<file path="config.mk">
export PLATFORM = sky130hd
export DESIGN_NAME = sarseq_top
export DESIGN_NICKNAME = d
export VERILOG_FILES = /design/src/sarseq_pkg.sv /design/src/sarseq_clkdiv.sv /design/src/sarseq_top.sv
export VERILOG_INCLUDE_DIRS = /design/src
export SDC_FILE = /design/constraint.sdc
export NUM_CORES = 1
export LEC_CHECK = 0
export BUFFER_PORTS_ARGS = -buffer_cell sky130_fd_sc_hd__buf_2
export CAP_MARGIN = 40
export CORE_MARGIN = 10
export CORE_UTILIZATION = 29
export CTS_CLUSTER_DIAMETER = 30
export DETAILED_ROUTE_END_ITERATION = 8
export GPL_TIMING_DRIVEN = 0
export PLACE_DENSITY_LB_ADDON = 0.15
export SYNTH_ARGS = -nofsm -noshare
export SYNTH_HDL_FRONTEND = slang
export SYNTH_HIERARCHICAL = 1
export SYNTH_SLANG_ARGS = --single-unit
</file>
<file path="constraint.sdc">
create_clock -name pclk -period 1.9 [get_ports pclk]
set_clock_uncertainty 0.05 [all_clocks]
set_input_delay 0.285 -clock pclk [delete_from_list [all_inputs] [get_ports pclk]]
set_output_delay 0.285 -clock pclk [all_outputs]
set_load 0.05 [all_outputs]
</file>
<file path="src/sarseq_map.svh">
// register map, field positions, reset values and timing counts of the converter sequencer
`ifndef SARSEQ_MAP_SVH
`define SARSEQ_MAP_SVH

// ----------------------------------------------------------------
// register indexes (byte address is four times the index)
// ----------------------------------------------------------------
`define SARSEQ_IDX_PIN_SEL   6'h08
`define SARSEQ_IDX_CTRL      6'h09
`define SARSEQ_IDX_RES_MAIN  6'h0b
`define SARSEQ_IDX_RES_HIGH  6'h0c
`define SARSEQ_IDX_RES_LOW   6'h0d
`define SARSEQ_IDX_EVT_STAT  6'h0e
`define SARSEQ_IDX_IRQ_MASK  6'h0f

// ----------------------------------------------------------------
// converter_control fields
// ----------------------------------------------------------------
`define SARSEQ_CTRL_REF      7
`define SARSEQ_CTRL_RATE_HI  6
`define SARSEQ_CTRL_RATE_LO  5
`define SARSEQ_CTRL_RUN      4
`define SARSEQ_CTRL_PWR      3
`define SARSEQ_CTRL_CHAN_HI  1
`define SARSEQ_CTRL_CHAN_LO  0

// ----------------------------------------------------------------
// event status and mask fields
// ----------------------------------------------------------------
`define SARSEQ_STAT_DONE     0
`define SARSEQ_STAT_WAKE     1
`define SARSEQ_MASK_IRQ      0

// ----------------------------------------------------------------
// reset values and constants
// ----------------------------------------------------------------
`define SARSEQ_RST_PIN_SEL   4'h0
`define SARSEQ_RST_CTRL      8'h00
`define SARSEQ_RES_W         12
`define SARSEQ_VECTOR        12'h00c
`define SARSEQ_RATE_DIV16    2'h0
`define SARSEQ_RATE_DIV4     2'h1
`define SARSEQ_RATE_DIV64    2'h2
`define SARSEQ_RATE_RC       2'h3

// ----------------------------------------------------------------
// timing
// ----------------------------------------------------------------
`define SARSEQ_CLK_PERIOD_NS 20
`define SARSEQ_BIT_TIME_NS   4000
`define SARSEQ_RC_BIT_NS     71000
`define SARSEQ_BIT_CYC       (`SARSEQ_BIT_TIME_NS / `SARSEQ_CLK_PERIOD_NS)
`define SARSEQ_SAMPLE_PER    4'h2
`define SARSEQ_CONV_PER      15

`endif

</file>
<file path="src/sarseq_pkg.sv">
// types shared by the converter sequencer modules
package sarseq_pkg;
   typedef enum logic [1:0] {
      SARSEQ_IDLE,
      SARSEQ_SAMPLE,
      SARSEQ_CONV,
      SARSEQ_FINISH
   } sarseq_state_type;
endpackage

</file>
<file path="src/sarseq_clkdiv.sv">
// bit-conversion clock enable: prescaled system clock or synchronised rc oscillator
`timescale 1ns/1ns
`include "sarseq_map.svh"
module sarseq_clkdiv (
   // clock and reset
   input  wire logic       pclk,
   input  wire logic       presetn,
   // control
   input  wire logic       run,
   input  wire logic [1:0] rate,
   // rc oscillator pin
   input  wire logic       rc_osc_in,
   // enable out
   output logic            tick
);
   logic [5:0] cnt_r, cnt_nxt;
   logic       rc_s1_r, rc_s2_r, rc_s3_r;
   logic       tick_r, tick_nxt;

   // ----------------------------------------------------------------
   // divider
   // ----------------------------------------------------------------
   always_comb begin
      cnt_nxt  = run ? cnt_r + 6'h01 : 6'h00;
      tick_nxt = 1'b0;
      unique case (rate)
         `SARSEQ_RATE_DIV16: tick_nxt = run && (cnt_r[3:0] == 4'hf);
         `SARSEQ_RATE_DIV4:  tick_nxt = run && (cnt_r[1:0] == 2'h3);
         `SARSEQ_RATE_DIV64: tick_nxt = run && (cnt_r == 6'h3f);
         `SARSEQ_RATE_RC:    tick_nxt = run && rc_s2_r && !rc_s3_r;
      endcase
   end

   always_ff @(posedge pclk or negedge presetn) begin
      if (!presetn) begin
         cnt_r   <= 6'h00;
         rc_s1_r <= 1'b0;
         rc_s2_r <= 1'b0;
         rc_s3_r <= 1'b0;
         tick_r  <= 1'b0;
      end else begin
         cnt_r   <= cnt_nxt;
         rc_s1_r <= rc_osc_in;
         rc_s2_r <= rc_s1_r;
         rc_s3_r <= rc_s2_r;
         tick_r  <= tick_nxt;
      end
   end

   assign tick = tick_r;
endmodule // sarseq_clkdiv

</file>
<file path="src/sarseq_top.sv">
// successive-approximation converter sequencer with apb registers and wake logic
//
// Operation
// - on completion load results, clear run bit, set completion flag
// - clock-rate code 00 /16, 01 /4, 10 /64, 11 rc oscillator
// - bits paced by conversion clock; conversion lasts 15 bit periods
// - sleep does not abort a running conversion
// - in sleep the oscillator, timers and converter keep clocking
// - completion in sleep with wake enable wakes the device
// - irq enable without global enable wakes core to next instruction
// - irq enable and global enable in sleep wake and vector to 0x00c
// - awake with both enables, completion vectors to 0x00c
// - in sleep without irq enable converter powered off after completion
// - accepted channel change clears all result registers
// - run bit set by software only; only completion clears it
// - channel field changes only while flag and run are low
// - result has 12 bits by successive approximation
`timescale 1ns/1ns
`include "sarseq_map.svh"
module sarseq_top (
   // clock and reset
   input  wire logic        pclk,
   input  wire logic        presetn,
   // apb slave
   input  wire logic        psel,
   input  wire logic        penable,
   input  wire logic        pwrite,
   input  wire logic [7:0]  paddr,
   input  wire logic [31:0] pwdata,
   output logic             pready,
   output logic [31:0]      prdata,
   output logic             pslverr,
   // core status
   input  wire logic        sleep_mode,
   input  wire logic        global_irq_en,
   // core requests
   output logic             core_wake,
   output logic             irq_vector_req,
   output logic [11:0]      irq_vector,
   // analog front end
   input  wire logic        cmp_in,
   input  wire logic        rc_osc_in,
   output logic             adc_power,
   output logic             sample_en,
   output logic [11:0]      sar_code,
   output logic [1:0]       input_channel_sel,
   output logic             reference_source_sel,
   output logic [3:0]       pin_analog_enable
);
   sarseq_pkg::sarseq_state_type state_r, state_nxt;
   logic [3:0]  pin_en_r, pin_en_nxt;
   logic        ref_r, ref_nxt, run_r, run_nxt, pwr_r, pwr_nxt;
   logic [1:0]  rate_r, rate_nxt, chan_r, chan_nxt;
   logic        conv_done_flag_r, flag_nxt, conv_wake_enable_r, wake_en_nxt;
   logic        conv_irq_enable_r, irq_en_nxt;
   logic [11:0] res_r, res_nxt, trial_r, trial_nxt;
   logic [3:0]  bit_r, bit_nxt;
   logic        sleep_off_r, sleep_off_nxt, wake_r, wake_nxt, vec_r, vec_nxt;
   logic        pready_r, pready_nxt, pslverr_r, pslverr_nxt;
   logic [31:0] prdata_r, prdata_nxt;
   logic        cmp_s1_r, cmp_s2_r, tick, done_evt, wr_en, hit;
   logic [5:0]  idx;

   function automatic logic [5:0] word_idx(input logic [7:0] a);
      return a[7:2];
   endfunction

   function automatic logic mapped(input logic [7:0] a);
      logic [5:0] i;
      i = word_idx(a);
      return (a[1:0] == 2'h0) &&
             (i == `SARSEQ_IDX_PIN_SEL || i == `SARSEQ_IDX_CTRL ||
              i == `SARSEQ_IDX_RES_MAIN || i == `SARSEQ_IDX_RES_HIGH ||
              i == `SARSEQ_IDX_RES_LOW || i == `SARSEQ_IDX_EVT_STAT ||
              i == `SARSEQ_IDX_IRQ_MASK);
   endfunction

   // ----------------------------------------------------------------
   // conversion clock
   // ----------------------------------------------------------------
   // free of any sleep term so conversion keeps clocking in sleep
   sarseq_clkdiv u_clkdiv (
      .pclk      (pclk),
      .presetn   (presetn),
      .run       (state_r != sarseq_pkg::SARSEQ_IDLE),
      .rate      (rate_r),
      .rc_osc_in (rc_osc_in),
      .tick      (tick)
   );

   assign idx      = word_idx(paddr);
   assign hit      = mapped(paddr);
   assign wr_en    = psel && penable && pready_r && pwrite && hit;
   assign done_evt = (state_r == sarseq_pkg::SARSEQ_FINISH) && tick;

   // ----------------------------------------------------------------
   // next state
   // ----------------------------------------------------------------
   always_comb begin
      state_nxt     = state_r;
      pin_en_nxt    = pin_en_r;
      ref_nxt       = ref_r;
      rate_nxt      = rate_r;
      run_nxt       = run_r;
      pwr_nxt       = pwr_r;
      chan_nxt      = chan_r;
      flag_nxt      = conv_done_flag_r;
      wake_en_nxt   = conv_wake_enable_r;
      irq_en_nxt    = conv_irq_enable_r;
      res_nxt       = res_r;
      trial_nxt     = trial_r;
      bit_nxt       = bit_r;
      sleep_off_nxt = sleep_off_r && sleep_mode;
      wake_nxt      = 1'b0;
      vec_nxt       = 1'b0;
      pready_nxt    = psel && !penable;
      pslverr_nxt   = psel && !penable && !hit;
      prdata_nxt    = prdata_r;

      // sequencer; no sleep term, so sleep never aborts it
      unique case (state_r)
         sarseq_pkg::SARSEQ_IDLE: begin
            if (run_r) begin
               state_nxt = sarseq_pkg::SARSEQ_SAMPLE;
               bit_nxt   = 4'h0;
               trial_nxt = 12'h800;
            end
         end
         sarseq_pkg::SARSEQ_SAMPLE: begin
            if (tick) begin
               bit_nxt = bit_r + 4'h1;
               if (bit_r == `SARSEQ_SAMPLE_PER - 4'h1) begin
                  state_nxt = sarseq_pkg::SARSEQ_CONV;
                  bit_nxt   = 4'hb;
               end
            end
         end
         sarseq_pkg::SARSEQ_CONV: begin
            if (tick) begin
               trial_nxt[bit_r] = cmp_s2_r;
               if (bit_r != 4'h0) begin
                  trial_nxt[bit_r - 4'h1] = 1'b1;
                  bit_nxt = bit_r - 4'h1;
               end else begin
                  state_nxt = sarseq_pkg::SARSEQ_FINISH;
               end
            end
         end
         sarseq_pkg::SARSEQ_FINISH: begin
            if (tick) begin
               state_nxt = sarseq_pkg::SARSEQ_IDLE;
               res_nxt   = trial_r;
               run_nxt   = 1'b0;
            end
         end
      endcase

      // completion side effects
      if (done_evt) begin
         if (sleep_mode && (conv_wake_enable_r || conv_irq_enable_r))
            wake_nxt = 1'b1;
         if (sleep_mode && !conv_irq_enable_r)
            sleep_off_nxt = 1'b1;
         if (conv_irq_enable_r && global_irq_en)
            vec_nxt = 1'b1;
      end

      // register writes
      if (wr_en) begin
         unique case (idx)
            `SARSEQ_IDX_PIN_SEL: pin_en_nxt = pwdata[3:0];
            `SARSEQ_IDX_CTRL: begin
               ref_nxt  = pwdata[`SARSEQ_CTRL_REF];
               rate_nxt = pwdata[`SARSEQ_CTRL_RATE_HI:`SARSEQ_CTRL_RATE_LO];
               pwr_nxt  = pwdata[`SARSEQ_CTRL_PWR];
               if (pwdata[`SARSEQ_CTRL_RUN])
                  run_nxt = 1'b1;
               if (!conv_done_flag_r && !run_r) begin
                  chan_nxt = pwdata[`SARSEQ_CTRL_CHAN_HI:`SARSEQ_CTRL_CHAN_LO];
                  if (chan_nxt != chan_r)
                     res_nxt = 12'h000;
               end
            end
            `SARSEQ_IDX_EVT_STAT: begin
               wake_en_nxt = pwdata[`SARSEQ_STAT_WAKE];
               if (!pwdata[`SARSEQ_STAT_DONE])
                  flag_nxt = 1'b0;
            end
            `SARSEQ_IDX_IRQ_MASK: irq_en_nxt = pwdata[`SARSEQ_MASK_IRQ];
            default: ;
         endcase
      end
      // set wins over a same-cycle clear; a new start leaves it alone
      if (done_evt)
         flag_nxt = 1'b1;

      // read data captured in the setup cycle
      if (psel && !penable && !pwrite) begin
         prdata_nxt = 32'h0000_0000;
         unique case (idx)
            `SARSEQ_IDX_PIN_SEL:  prdata_nxt[3:0] = pin_en_r;
            `SARSEQ_IDX_CTRL:     prdata_nxt[7:0] = {ref_r, rate_r, run_r, pwr_r, 1'b0, chan_r};
            `SARSEQ_IDX_RES_MAIN: prdata_nxt[7:0] = res_r[11:4];
            `SARSEQ_IDX_RES_HIGH: prdata_nxt[3:0] = res_r[11:8];
            `SARSEQ_IDX_RES_LOW:  prdata_nxt[7:0] = res_r[7:0];
            `SARSEQ_IDX_EVT_STAT: prdata_nxt[1:0] = {conv_wake_enable_r, conv_done_flag_r};
            `SARSEQ_IDX_IRQ_MASK: prdata_nxt[0]   = conv_irq_enable_r;
            default: ;
         endcase
      end
   end

   // ----------------------------------------------------------------
   // registers
   // ----------------------------------------------------------------
   always_ff @(posedge pclk or negedge presetn) begin
      if (!presetn) begin
         state_r            <= sarseq_pkg::SARSEQ_IDLE;
         pin_en_r           <= `SARSEQ_RST_PIN_SEL;
         ref_r              <= 1'b0;
         rate_r             <= `SARSEQ_RATE_DIV16;
         run_r              <= 1'b0;
         pwr_r              <= 1'b0;
         chan_r             <= 2'h0;
         conv_done_flag_r   <= 1'b0;
         conv_wake_enable_r <= 1'b0;
         conv_irq_enable_r  <= 1'b0;
         res_r              <= 12'h000;
         trial_r            <= 12'h000;
         bit_r              <= 4'h0;
         sleep_off_r        <= 1'b0;
         wake_r             <= 1'b0;
         vec_r              <= 1'b0;
         pready_r           <= 1'b0;
         pslverr_r          <= 1'b0;
         prdata_r           <= 32'h0000_0000;
         cmp_s1_r           <= 1'b0;
         cmp_s2_r           <= 1'b0;
      end else begin
         state_r            <= state_nxt;
         pin_en_r           <= pin_en_nxt;
         ref_r              <= ref_nxt;
         rate_r             <= rate_nxt;
         run_r              <= run_nxt;
         pwr_r              <= pwr_nxt;
         chan_r             <= chan_nxt;
         conv_done_flag_r   <= flag_nxt;
         conv_wake_enable_r <= wake_en_nxt;
         conv_irq_enable_r  <= irq_en_nxt;
         res_r              <= res_nxt;
         trial_r            <= trial_nxt;
         bit_r              <= bit_nxt;
         sleep_off_r        <= sleep_off_nxt;
         wake_r             <= wake_nxt;
         vec_r              <= vec_nxt;
         pready_r           <= pready_nxt;
         pslverr_r          <= pslverr_nxt;
         prdata_r           <= prdata_nxt;
         cmp_s1_r           <= cmp_in;
         cmp_s2_r           <= cmp_s1_r;
      end
   end

   // ----------------------------------------------------------------
   // outputs
   // ----------------------------------------------------------------
   logic sample_r, power_r;
   logic [11:0] vector_r;
   always_ff @(posedge pclk or negedge presetn) begin
      if (!presetn) begin
         sample_r <= 1'b0;
         power_r  <= 1'b0;
         vector_r <= 12'h000;
      end else begin
         sample_r <= state_nxt == sarseq_pkg::SARSEQ_SAMPLE;
         power_r  <= pwr_nxt && !sleep_off_nxt;
         vector_r <= `SARSEQ_VECTOR;
      end
   end

   assign pready               = pready_r;
   assign prdata               = prdata_r;
   assign pslverr              = pslverr_r;
   assign core_wake            = wake_r;
   assign irq_vector_req       = vec_r;
   assign irq_vector           = vector_r;
   assign adc_power            = power_r;
   assign sample_en            = sample_r;
   assign sar_code             = trial_r;
   assign input_channel_sel    = chan_r;
   assign reference_source_sel = ref_r;
   assign pin_analog_enable    = pin_en_r;

   logic [4:0] tick_cnt_r;
   always_ff @(posedge pclk or negedge presetn) begin
      if (!presetn)
         tick_cnt_r <= 5'h00;
      else if (state_r == sarseq_pkg::SARSEQ_IDLE)
         tick_cnt_r <= 5'h00;
      else if (tick)
         tick_cnt_r <= tick_cnt_r + 5'h01;
   end
   logic ctrl_run_wr, stat_clr_wr;
   assign ctrl_run_wr = wr_en && idx == `SARSEQ_IDX_CTRL && pwdata[`SARSEQ_CTRL_RUN];
   assign stat_clr_wr = wr_en && idx == `SARSEQ_IDX_EVT_STAT && !pwdata[`SARSEQ_STAT_DONE];
endmodule // sarseq_top

</file>
; Yosys cells after proc, flatten, opt, wreduce, memory -nomap -nowiden
; Cells that the tools add are included.
[totals]
latch_bits = 0
word_cells = 166
inputBits = 49
ramBits = 0
memories = 0
rom_bits = 0
register_bits = 72
[op_classes]
div_mod_pow = 0
n_reduce_logical = 54
order_cmp = 4
addsub = 3
shifts = 0
n_mux = 51
n_eq_ne = 24
bitwise = 1
mul = 0
[ops]
columns = cell, count
row1 = 12-bit two-way mux, 9
row2 = 6-bit by 4-bit equality test with 1-bit output (second input constant), 7
row3 = 12-bit case mux with 2 select lines, 1
row4 = 4-bit case mux with 3 select lines, 2
row5 = 1-bit logical AND, 22
row6 = 4-bit two-way mux, 5
row7 = 1-bit two-way mux, 19
row8 = 12-bit bitwise mux, 1
row9 = 2-bit two-way mux, 6
row10 = 12-bit bitwise OR, 1
row11 = 2-bit equality test (second input constant), 5
row12 = 4-bit by 5-bit less-than comparator with 1-bit output (second input constant), 2
row13 = 2-bit case mux with 5 select lines, 1
row14 = 3-bit AND reduction, 3
row15 = 1-bit demux with 4-bit select, 2
row16 = 4-bit by 1-bit greater-or-equal comparator with 1-bit output (second input constant), 2
row17 = 1-bit zero test, 8
row18 = 2-bit case mux with 4 select lines, 1
row19 = 2-bit AND reduction, 4
row20 = 2-bit nonzero test, 4
row21 = 1-bit logical OR, 7
row22 = 1-bit case mux with 7 select lines, 1
row23 = 6-bit by 1-bit adder with 6-bit output (second input constant), 1
row24 = 2-bit by 1-bit equality test with 1-bit output (second input constant), 3
row25 = other kinds (15), 20

; Longest topological paths before layout
; Gate-level depths: netlist of the first run.
[logic_depth]
word_depth = 11
mapped_depth = 8
mapped_depth_nobuf = 6

; Modules after synthesis
; Netlist of the first run, hierarchy kept.
[modules_own_cells]
columns = module, cells_per_inst, area_per_inst_um2, n_inst
row1 = sarseq_top, 413, 3826.2, 1
row2 = sarseq_clkdiv, 38, 439.2, 1

; Worst setup path after synthesis of the first run
; No wires, ideal clock.
[synth_timing]
path_type = register -> register
startpoint = register pready_r, in the netlist pready
endpoint = register chan_r[0], in the netlist input_channel_sel[0]
required_time_ps = 1725
t_arrival_ps = 1755
slack_ps = -30
path_stages_with_launch = 5
path_buffers = 0
path_cell_list = dfrtp_1 > and4_1 > nand4_4 > or3_4 > mux2_4
[synth_between]
elab_chain_cells = 4
[synth_lines]
columns = item, line_no
row1 = "start, declared", sarseq_top.sv:59  ; logic pready_r, pready_nxt, pslverr_r, pslverr_nxt;
row2 = "start signal, assigned", sarseq_top.sv:256  ; pready_r <= pready_nxt;
row3 = 1-bit logical AND (3 in series), sarseq_top.sv:93  ; assign wr_en = psel && penable && pready_r && pwrite && hit;
row4 = 3-bit AND reduction (no line), -
row5 = "end signal, assigned", sarseq_top.sv:246  ; chan_r <= chan_nxt;
row6 = "end, declared", sarseq_top.sv:53  ; logic [1:0] rate_r, rate_nxt, chan_r, chan_nxt;
; Every way passes these cells.
; A chain may end at the register's enable or synchronous reset.

; Worst setup path after layout of the first run
[layout_timing]
startpoint = register state_r[1]
endpoint = register bit_r[3]
[layout_between]
elab_chain_cells = 3
elab_cells_between_ends = 10
classes_between = eq/ne: 6 / mux: 1 / reduce/logical: 3
[layout_lines]
columns = item, line_no
row1 = "start, declared", sarseq_top.sv:50  ; sarseq_pkg::sarseq_state_type state_r, state_nxt;
row2 = "start signal, assigned", sarseq_top.sv:218  ; state_r <= sarseq_pkg::SARSEQ_IDLE;
row3 = "start signal, assigned", sarseq_top.sv:240  ; state_r <= state_nxt;
row4 = "2-bit by 1-bit equality test with 1-bit output, or another cell as far along", sarseq_top.sv:121  ; unique case (state_r)
row5 = "2-bit by 1-bit inequality test with 1-bit output (no line), or another cell as far along", -
row6 = 5-bit AND reduction (no line), -
row7 = "end signal, assigned", sarseq_top.sv:252  ; bit_r <= bit_nxt;
row8 = "end, declared", sarseq_top.sv:57  ; logic [3:0] bit_r, bit_nxt;
; Parallel ways exist; a longest one is shown, timed or not.

==> results of run 1 <==
[Yosys cell counts, drive strengths merged (7+ instances only)]
| cell | number | area share, % |
|---|---|---|
| dfrtp | 72 | 42 |
| buf | 51 | 8.2 |
| nand2 | 42 | 3.7 |
| o21ai | 30 | 3.5 |
| a21oi | 28 | 3.3 |
| nand3 | 26 | 3.2 |
| nor2 | 23 | 2.0 |
| inv | 21 | 1.8 |
| mux2 | 21 | 5.7 |
| ha | 12 | 3.5 |
| clkbuf | 11 | 0.97 |
| nor3 | 7 | 0.94 |
[final timing paths]
path | end | slack (ns) | from
setup / recovery | bit_r[3]$_DFFE_PN0P_ | 0.06 | state_r[1]$_DFF_PN0_
hold / removal | irq_vector_req$_DFF_PN0_ | 0.11 | global_irq_en
setup reg to reg | bit_r[3]$_DFFE_PN0P_ | 0.06 | state_r[1]$_DFF_PN0_
hold reg to reg | cmp_s2_r$_DFF_PN0_ | 0.30 | cmp_s1_r$_DFF_PN0_
max in group asynchronous | bit_r[1]$_DFFE_PN0P_ | 0.84 | presetn
min in group asynchronous | prdata[2]$_DFFE_PN0P_ | 0.38 | presetn
[cell type report]
| type | instances | area [um2] |
|---|---|---|
| fillers | 1480 | 8900 |
| multi-input cells | 329 | 2260 |
| flip-flops and latches | 72 | 1810 |
| repair buffers | 81 | 490 |
| plain buffers | 60 | 417 |
| clock buffers | 10 | 239 |
| well taps | 184 | 230 |
| inverters | 21 | 87.6 |
| clock inverters | 6 | 50.0 |
[per-stage QoR]
| stage | util [%] | cells | setup TNS (ns) | area (um2) | setup slack (ns) |
|---|---|---|---|---|---|
| finish | 38.5 | 763 | 0 | 5580 | 0.0605 |
| global route | 38.5 | 763 | -0.0894 | 5580 | -0.0603 |
| CTS | 37.3 | 756 | 0 | 5400 | 0.00364 |
| detailed placement | 34.1 | 728 | -3.43 | 4940 | -0.290 |
| global placement | 34.0 | 727 | -3.11 | 4920 | -0.254 |
| floorplan | - | 484 | 0 | 4390 | 0.0284 |
[per-layer routing]
layer,routed length [um],track usage [%],vias up
li1,-,-,1790
met1,5500,15.4,1791
met2,5920,19.3,98
met3,843,4.57,10
met4,119,3.10,0
met5,0,0,-
[report_power, final]
part	internal, mW	switching, mW
combinational	0.936	1.45
sequential	1.66	0.108
clock	0.936	0.717
[flip-flops by register name (all words and copies together), names as in the netlist, 2 cells and up]
signal	flops
res_r	12
sar_code	12
prdata	8
u_clkdiv/cnt_r	6
bit_r	4
pin_analog_enable	4
input_channel_sel	2
rate_r	2
state_r	2
[logic make-up after synthesis]
logic type | count (synthesis)
multiplexers | 25
buffers and inverters | 83
adder cells (fa/ha/maj) | 12
flip-flops | 72
AO/OA/AOI/OAI | 116
AND/OR/NAND/NOR | 135
XOR/XNOR | 6
other | 2
[what timing repair did]
item,CTS,global route
endpoints found under the setup margin,23,25
hold endpoints to repair,32,0
hold buffers,3,0
setup buffers,10,8
pin swaps,4,8
gates resized for setup,28,31
[worst max-delay path: stages (launching register included)]
cell	delay [ns]
dfrtp_1	0.39
buf_6	0.14
inv_6	0.06
ha_4	0.13
buf_6	0.10
nor3_2	0.04
or2_0	0.22
buf_4	0.16
or2_1	0.22
a22o_1	0.21
==> impl_metrics.tcl, run 1 <==
set metrics [dict create \
    avgRoutedWirePerCell_um 16.2 \
    setup_viol 0 \
    ys_warn_count 6 \
    p_leak_nw 2.64 \
    dieArea_um2 20000 \
    dr.first_iter.drc_count 259 \
    avgSynthCellArea_um2 9.46 \
    yosysSeqAreaShare_pct 42.2 \
    grt-ovfl-total 0 \
    ys.flop_type "dfrtp_1" \
    rsz0062_at_grt "yes" \
    synth_top_family_by_area "compound AO/OA/AOI/OAI gates" \
    grt_start_max_net_pins 43 \
    grt_pass1_vias 3688 \
    synth-edff-count 0 \
    fin_crit_sh_pct 96.8 \
    worst_pin_slew_ns 0.515 \
    hold_violations 0 \
    syn_area_um2 4270 \
    crit_fanout 6 \
    status "finished, final reports clean" \
    ir_worst_vdd_v 0.000948 \
    area.growth.synth_to_final_pct 30.7 \
    crit_type "reg2reg" \
    mostFrequentLayoutCells "69 x dfrtp_1, 65 x buf_2, 54 x buf_4" \
    r2r.worst_path.cells 9 \
    endpoint_kind "flop" \
    ant_nets 0 \
    port_buffers 59 \
    start_kind "flop" \
    synth.ff_latch_count 72 \
    clock_path_buffers 2 \
    critPathArrivalTime_ns 2.02 \
    ys_types 67 \
    drc 0 \
    routed_wl_um 12400 \
    gp_congestion 0.847 \
    synth_adder_area_share_pct 3.52 \
    drv_slew 0 \
    synth_cells 451 \
    dieHeight_um 141 \
    cts_root_buffer "clkbuf_16" \
    max-cap-violations 0 \
    final_common_cell "dfrtp_1" \
    synth_compound_area_share_pct 18.1 \
    worst_skew_pair.late_latency_ns 0.34 \
    crit_required_ns 2.08 \
    cts_made_buffers 9 \
    hold_path.class "in2reg" \
    cts_tree "yes" \
    hold_depth 3 \
    design_power_total_mw 5.81 \
    synth_mux_area_share_pct 6.66 \
    rows 44 \
    cts.sinks 72 \
    async_flop_share_pct 100 \
    coreArea_um2 14500 \
    antenna_found_initial 0 \
    grt_first_pass_wirelength_um 19900 \
    slew_headroom_pct 65.6 \
    vias 3689 \
    synth-simple-area-share_pct 17.1 \
    powerDensity_nw_per_um2 1040 \
    vias_per_cell 4.83 \
    start_util_pct 29.5 \
    holdWs_ns 0.113 \
    diodes 0 \
    htreeDepth 3 \
    dp_hpwl_um 9210 \
    firstDrtPassIters 4 \
    drive_gt1_share_pct 35.6 \
    fmax_mhz 544 \
    path_clk_slew_ns 0.06 \
    grt_util_all_layers_pct 12.2 \
    nets 635 \
    pin_count 118 \
    fp.dieW_um 141 \
    yosys.area_share.xor_xnor_pct 1.23 \
    min_period_ns 1.84 \
]
Power figures use the tool's default switching activity.
==> inputs of run 2 (changes only) <==
clock period = 1.5 ns   (was 1.9 ns; I/O delays follow)
==> impl_metrics.tcl, run 2 (synthesis results as in run 1) <==
set metrics [dict create \
    mostFrequentLayoutCells "66 x dfrtp_1, 64 x buf_2, 55 x buf_4" \
    violations "setup timing" \
    avgRoutedWirePerCell_um 16.5 \
    min_period_ns 1.78 \
    drc 0 \
    final_common_cell "dfrtp_1" \
    nets 644 \
    routed_wl_um 12700 \
    cts_root_buffer "clkbuf_16" \
    p_switching_mw 3.04 \
    grt_util_all_layers_pct 12.3 \
    fmax_mhz 563 \
    dr.first_iter.drc_count 195 \
    endpoint_kind "flop" \
    pin_count 118 \
    worst_skew_pair.late_latency_ns 0.34 \
    placed_area_um2 5020 \
    grt_use_met1_pct 15.6 \
    dp_hpwl_um 9160 \
    gp_congestion 0.845 \
    rsz0062_at_grt "yes" \
    grt-ovfl-total 0 \
    design_area_um2 5940 \
    rows 44 \
    vias_per_cell 4.84 \
    htreeDepth 3 \
    coreArea_um2 14500 \
    cts_tree "yes" \
    cts.sinks 72 \
    p_leak_nw 2.81 \
    cts_made_buffers 9 \
    worst_pin_slew_ns 0.638 \
    max-cap-violations 0 \
    power_frac_clock_pct 27.8 \
    port_buffers 59 \
    dieArea_um2 20000 \
    drv_slew 0 \
    dieHeight_um 141 \
    area.growth.synth_to_final_pct 39.3 \
    crit_fanout 6 \
    hold_path.class "in2reg" \
    holdWs_ns 0.0589 \
    antenna_found_initial 0 \
    clock_path_buffers 2 \
    crit_type "reg2reg" \
    fp.dieW_um 141 \
    grt-busiest-layer "met2" \
    path_clk_slew_ns 0.06 \
    firstDrtPassIters 5 \
    crit_required_ns 1.68 \
    grt_start_max_net_pins 39 \
    ant_nets 0 \
    internal-power_mw 4.82 \
    grt_first_pass_wirelength_um 20200 \
    ir_worst_vdd_v 0.000874 \
    drive_gt1_share_pct 43.9 \
    status "finished, violations left" \
    setup_viol 30 \
    switching_share_pct 38.7 \
    powerDensity_nw_per_um2 1320 \
    seqPwrFrac_pct 28.4 \
    vias 3734 \
    fin_crit_sh_pct 118 \
    critPathArrivalTime_ns 1.95 \
    slew_headroom_pct 57.5 \
    diodes 0 \
    post-route-worst-setup-slack_ns -0.276 \
    start_util_pct 29.5 \
    combinationalPowerShare_pct 43.7 \
    gr-usage-met2_pct 19.5 \
    start_kind "flop" \
    hold_violations 0 \
    grt_pass1_vias 3841 \
    place_worst_setup_slack_ns -0.636 \
    grt_util_met3_pct 4.37 \
]
## run 2: metal layers
metal	vias up	wire length, um	share of wire, %
met2	123	6160	48
met1	1793	5540	44
li1	1804	-	-
met4	0	133	1.0
met5	-	0	0
met3	14	891	7.0
## run 2: worst paths after layout
path / startpoint / endpoint / slack (ns) / depth (start not counted)
worst max-delay path: state_r[0]$_DFF_PN0_ / bit_r[3]$_DFFE_PN0P_ / -0.28 / 7
worst min-delay path: global_irq_en / irq_vector_req$_DFF_PN0_ / 0.06 / 3
worst max register to register: state_r[0]$_DFF_PN0_ / bit_r[3]$_DFFE_PN0P_ / -0.28 / 7
worst min register to register: cmp_s1_r$_DFF_PN0_ / cmp_s2_r$_DFF_PN0_ / 0.30 / 0
max in group asynchronous: presetn / state_r[1]$_DFF_PN0_ / 0.48 / 3
min in group asynchronous: presetn / pin_analog_enable[2]$_DFFE_PN0P_ / 0.34 / 2
## run 2: power by group through the flow
stage	clock network, mW	registers (mW)	logic, mW
after floorplan	0	2.33	1.83
after global placement	0	2.28	2.47
after detailed placement	0	2.29	2.48
after CTS	2.26	2.24	3.01
after global routing	2.35	2.26	3.71
final	2.19	2.24	3.44
## run 2: final cells by class
| type | instances | area, um2 |
|---|---|---|
| Fill cell | 1450 | 8540 |
| Multi-Input combinational cell | 329 | 2470 |
| Sequential cell | 72 | 1810 |
| Timing Repair Buffer | 91 | 606 |
| Buffer | 59 | 434 |
| Clock buffer | 10 | 239 |
| Tap cell | 184 | 230 |
| Inverter | 21 | 90.1 |
| Clock inverter | 6 | 66.3 |
## run 2: critical path: stages, from the launching register on
cell and delay [ns]:
dfrtp_1 0.39, inv_2 0.08, ha_4 0.19, nor2b_4 0.13, or2_1 0.24, buf_6 0.14
or2_4 0.23, a22o_1 0.20
## run 2: what timing repair did
action                     CTS  global route
hold buffers                 3             0
setup endpoints to repair   43            45
resized for setup           58            52
buffers inserted            23             3
pin swaps                   12            14
cloned                       1             1
hold endpoints to repair    36             0
## run 2: per-stage QoR
step           power, mW  utilization, %  cells  TNS (ns)
6_report            7.87            41.0    772     -4.46
5_1_grt             8.31            41.0    772     -7.33
4_1_cts             7.50            39.5    769     -5.95
3_5_place_dp        4.77            34.7    728    -17.75
3_3_place_gp        4.75            34.5    727    -41.60
2_1_floorplan       4.16               -    484     -5.70
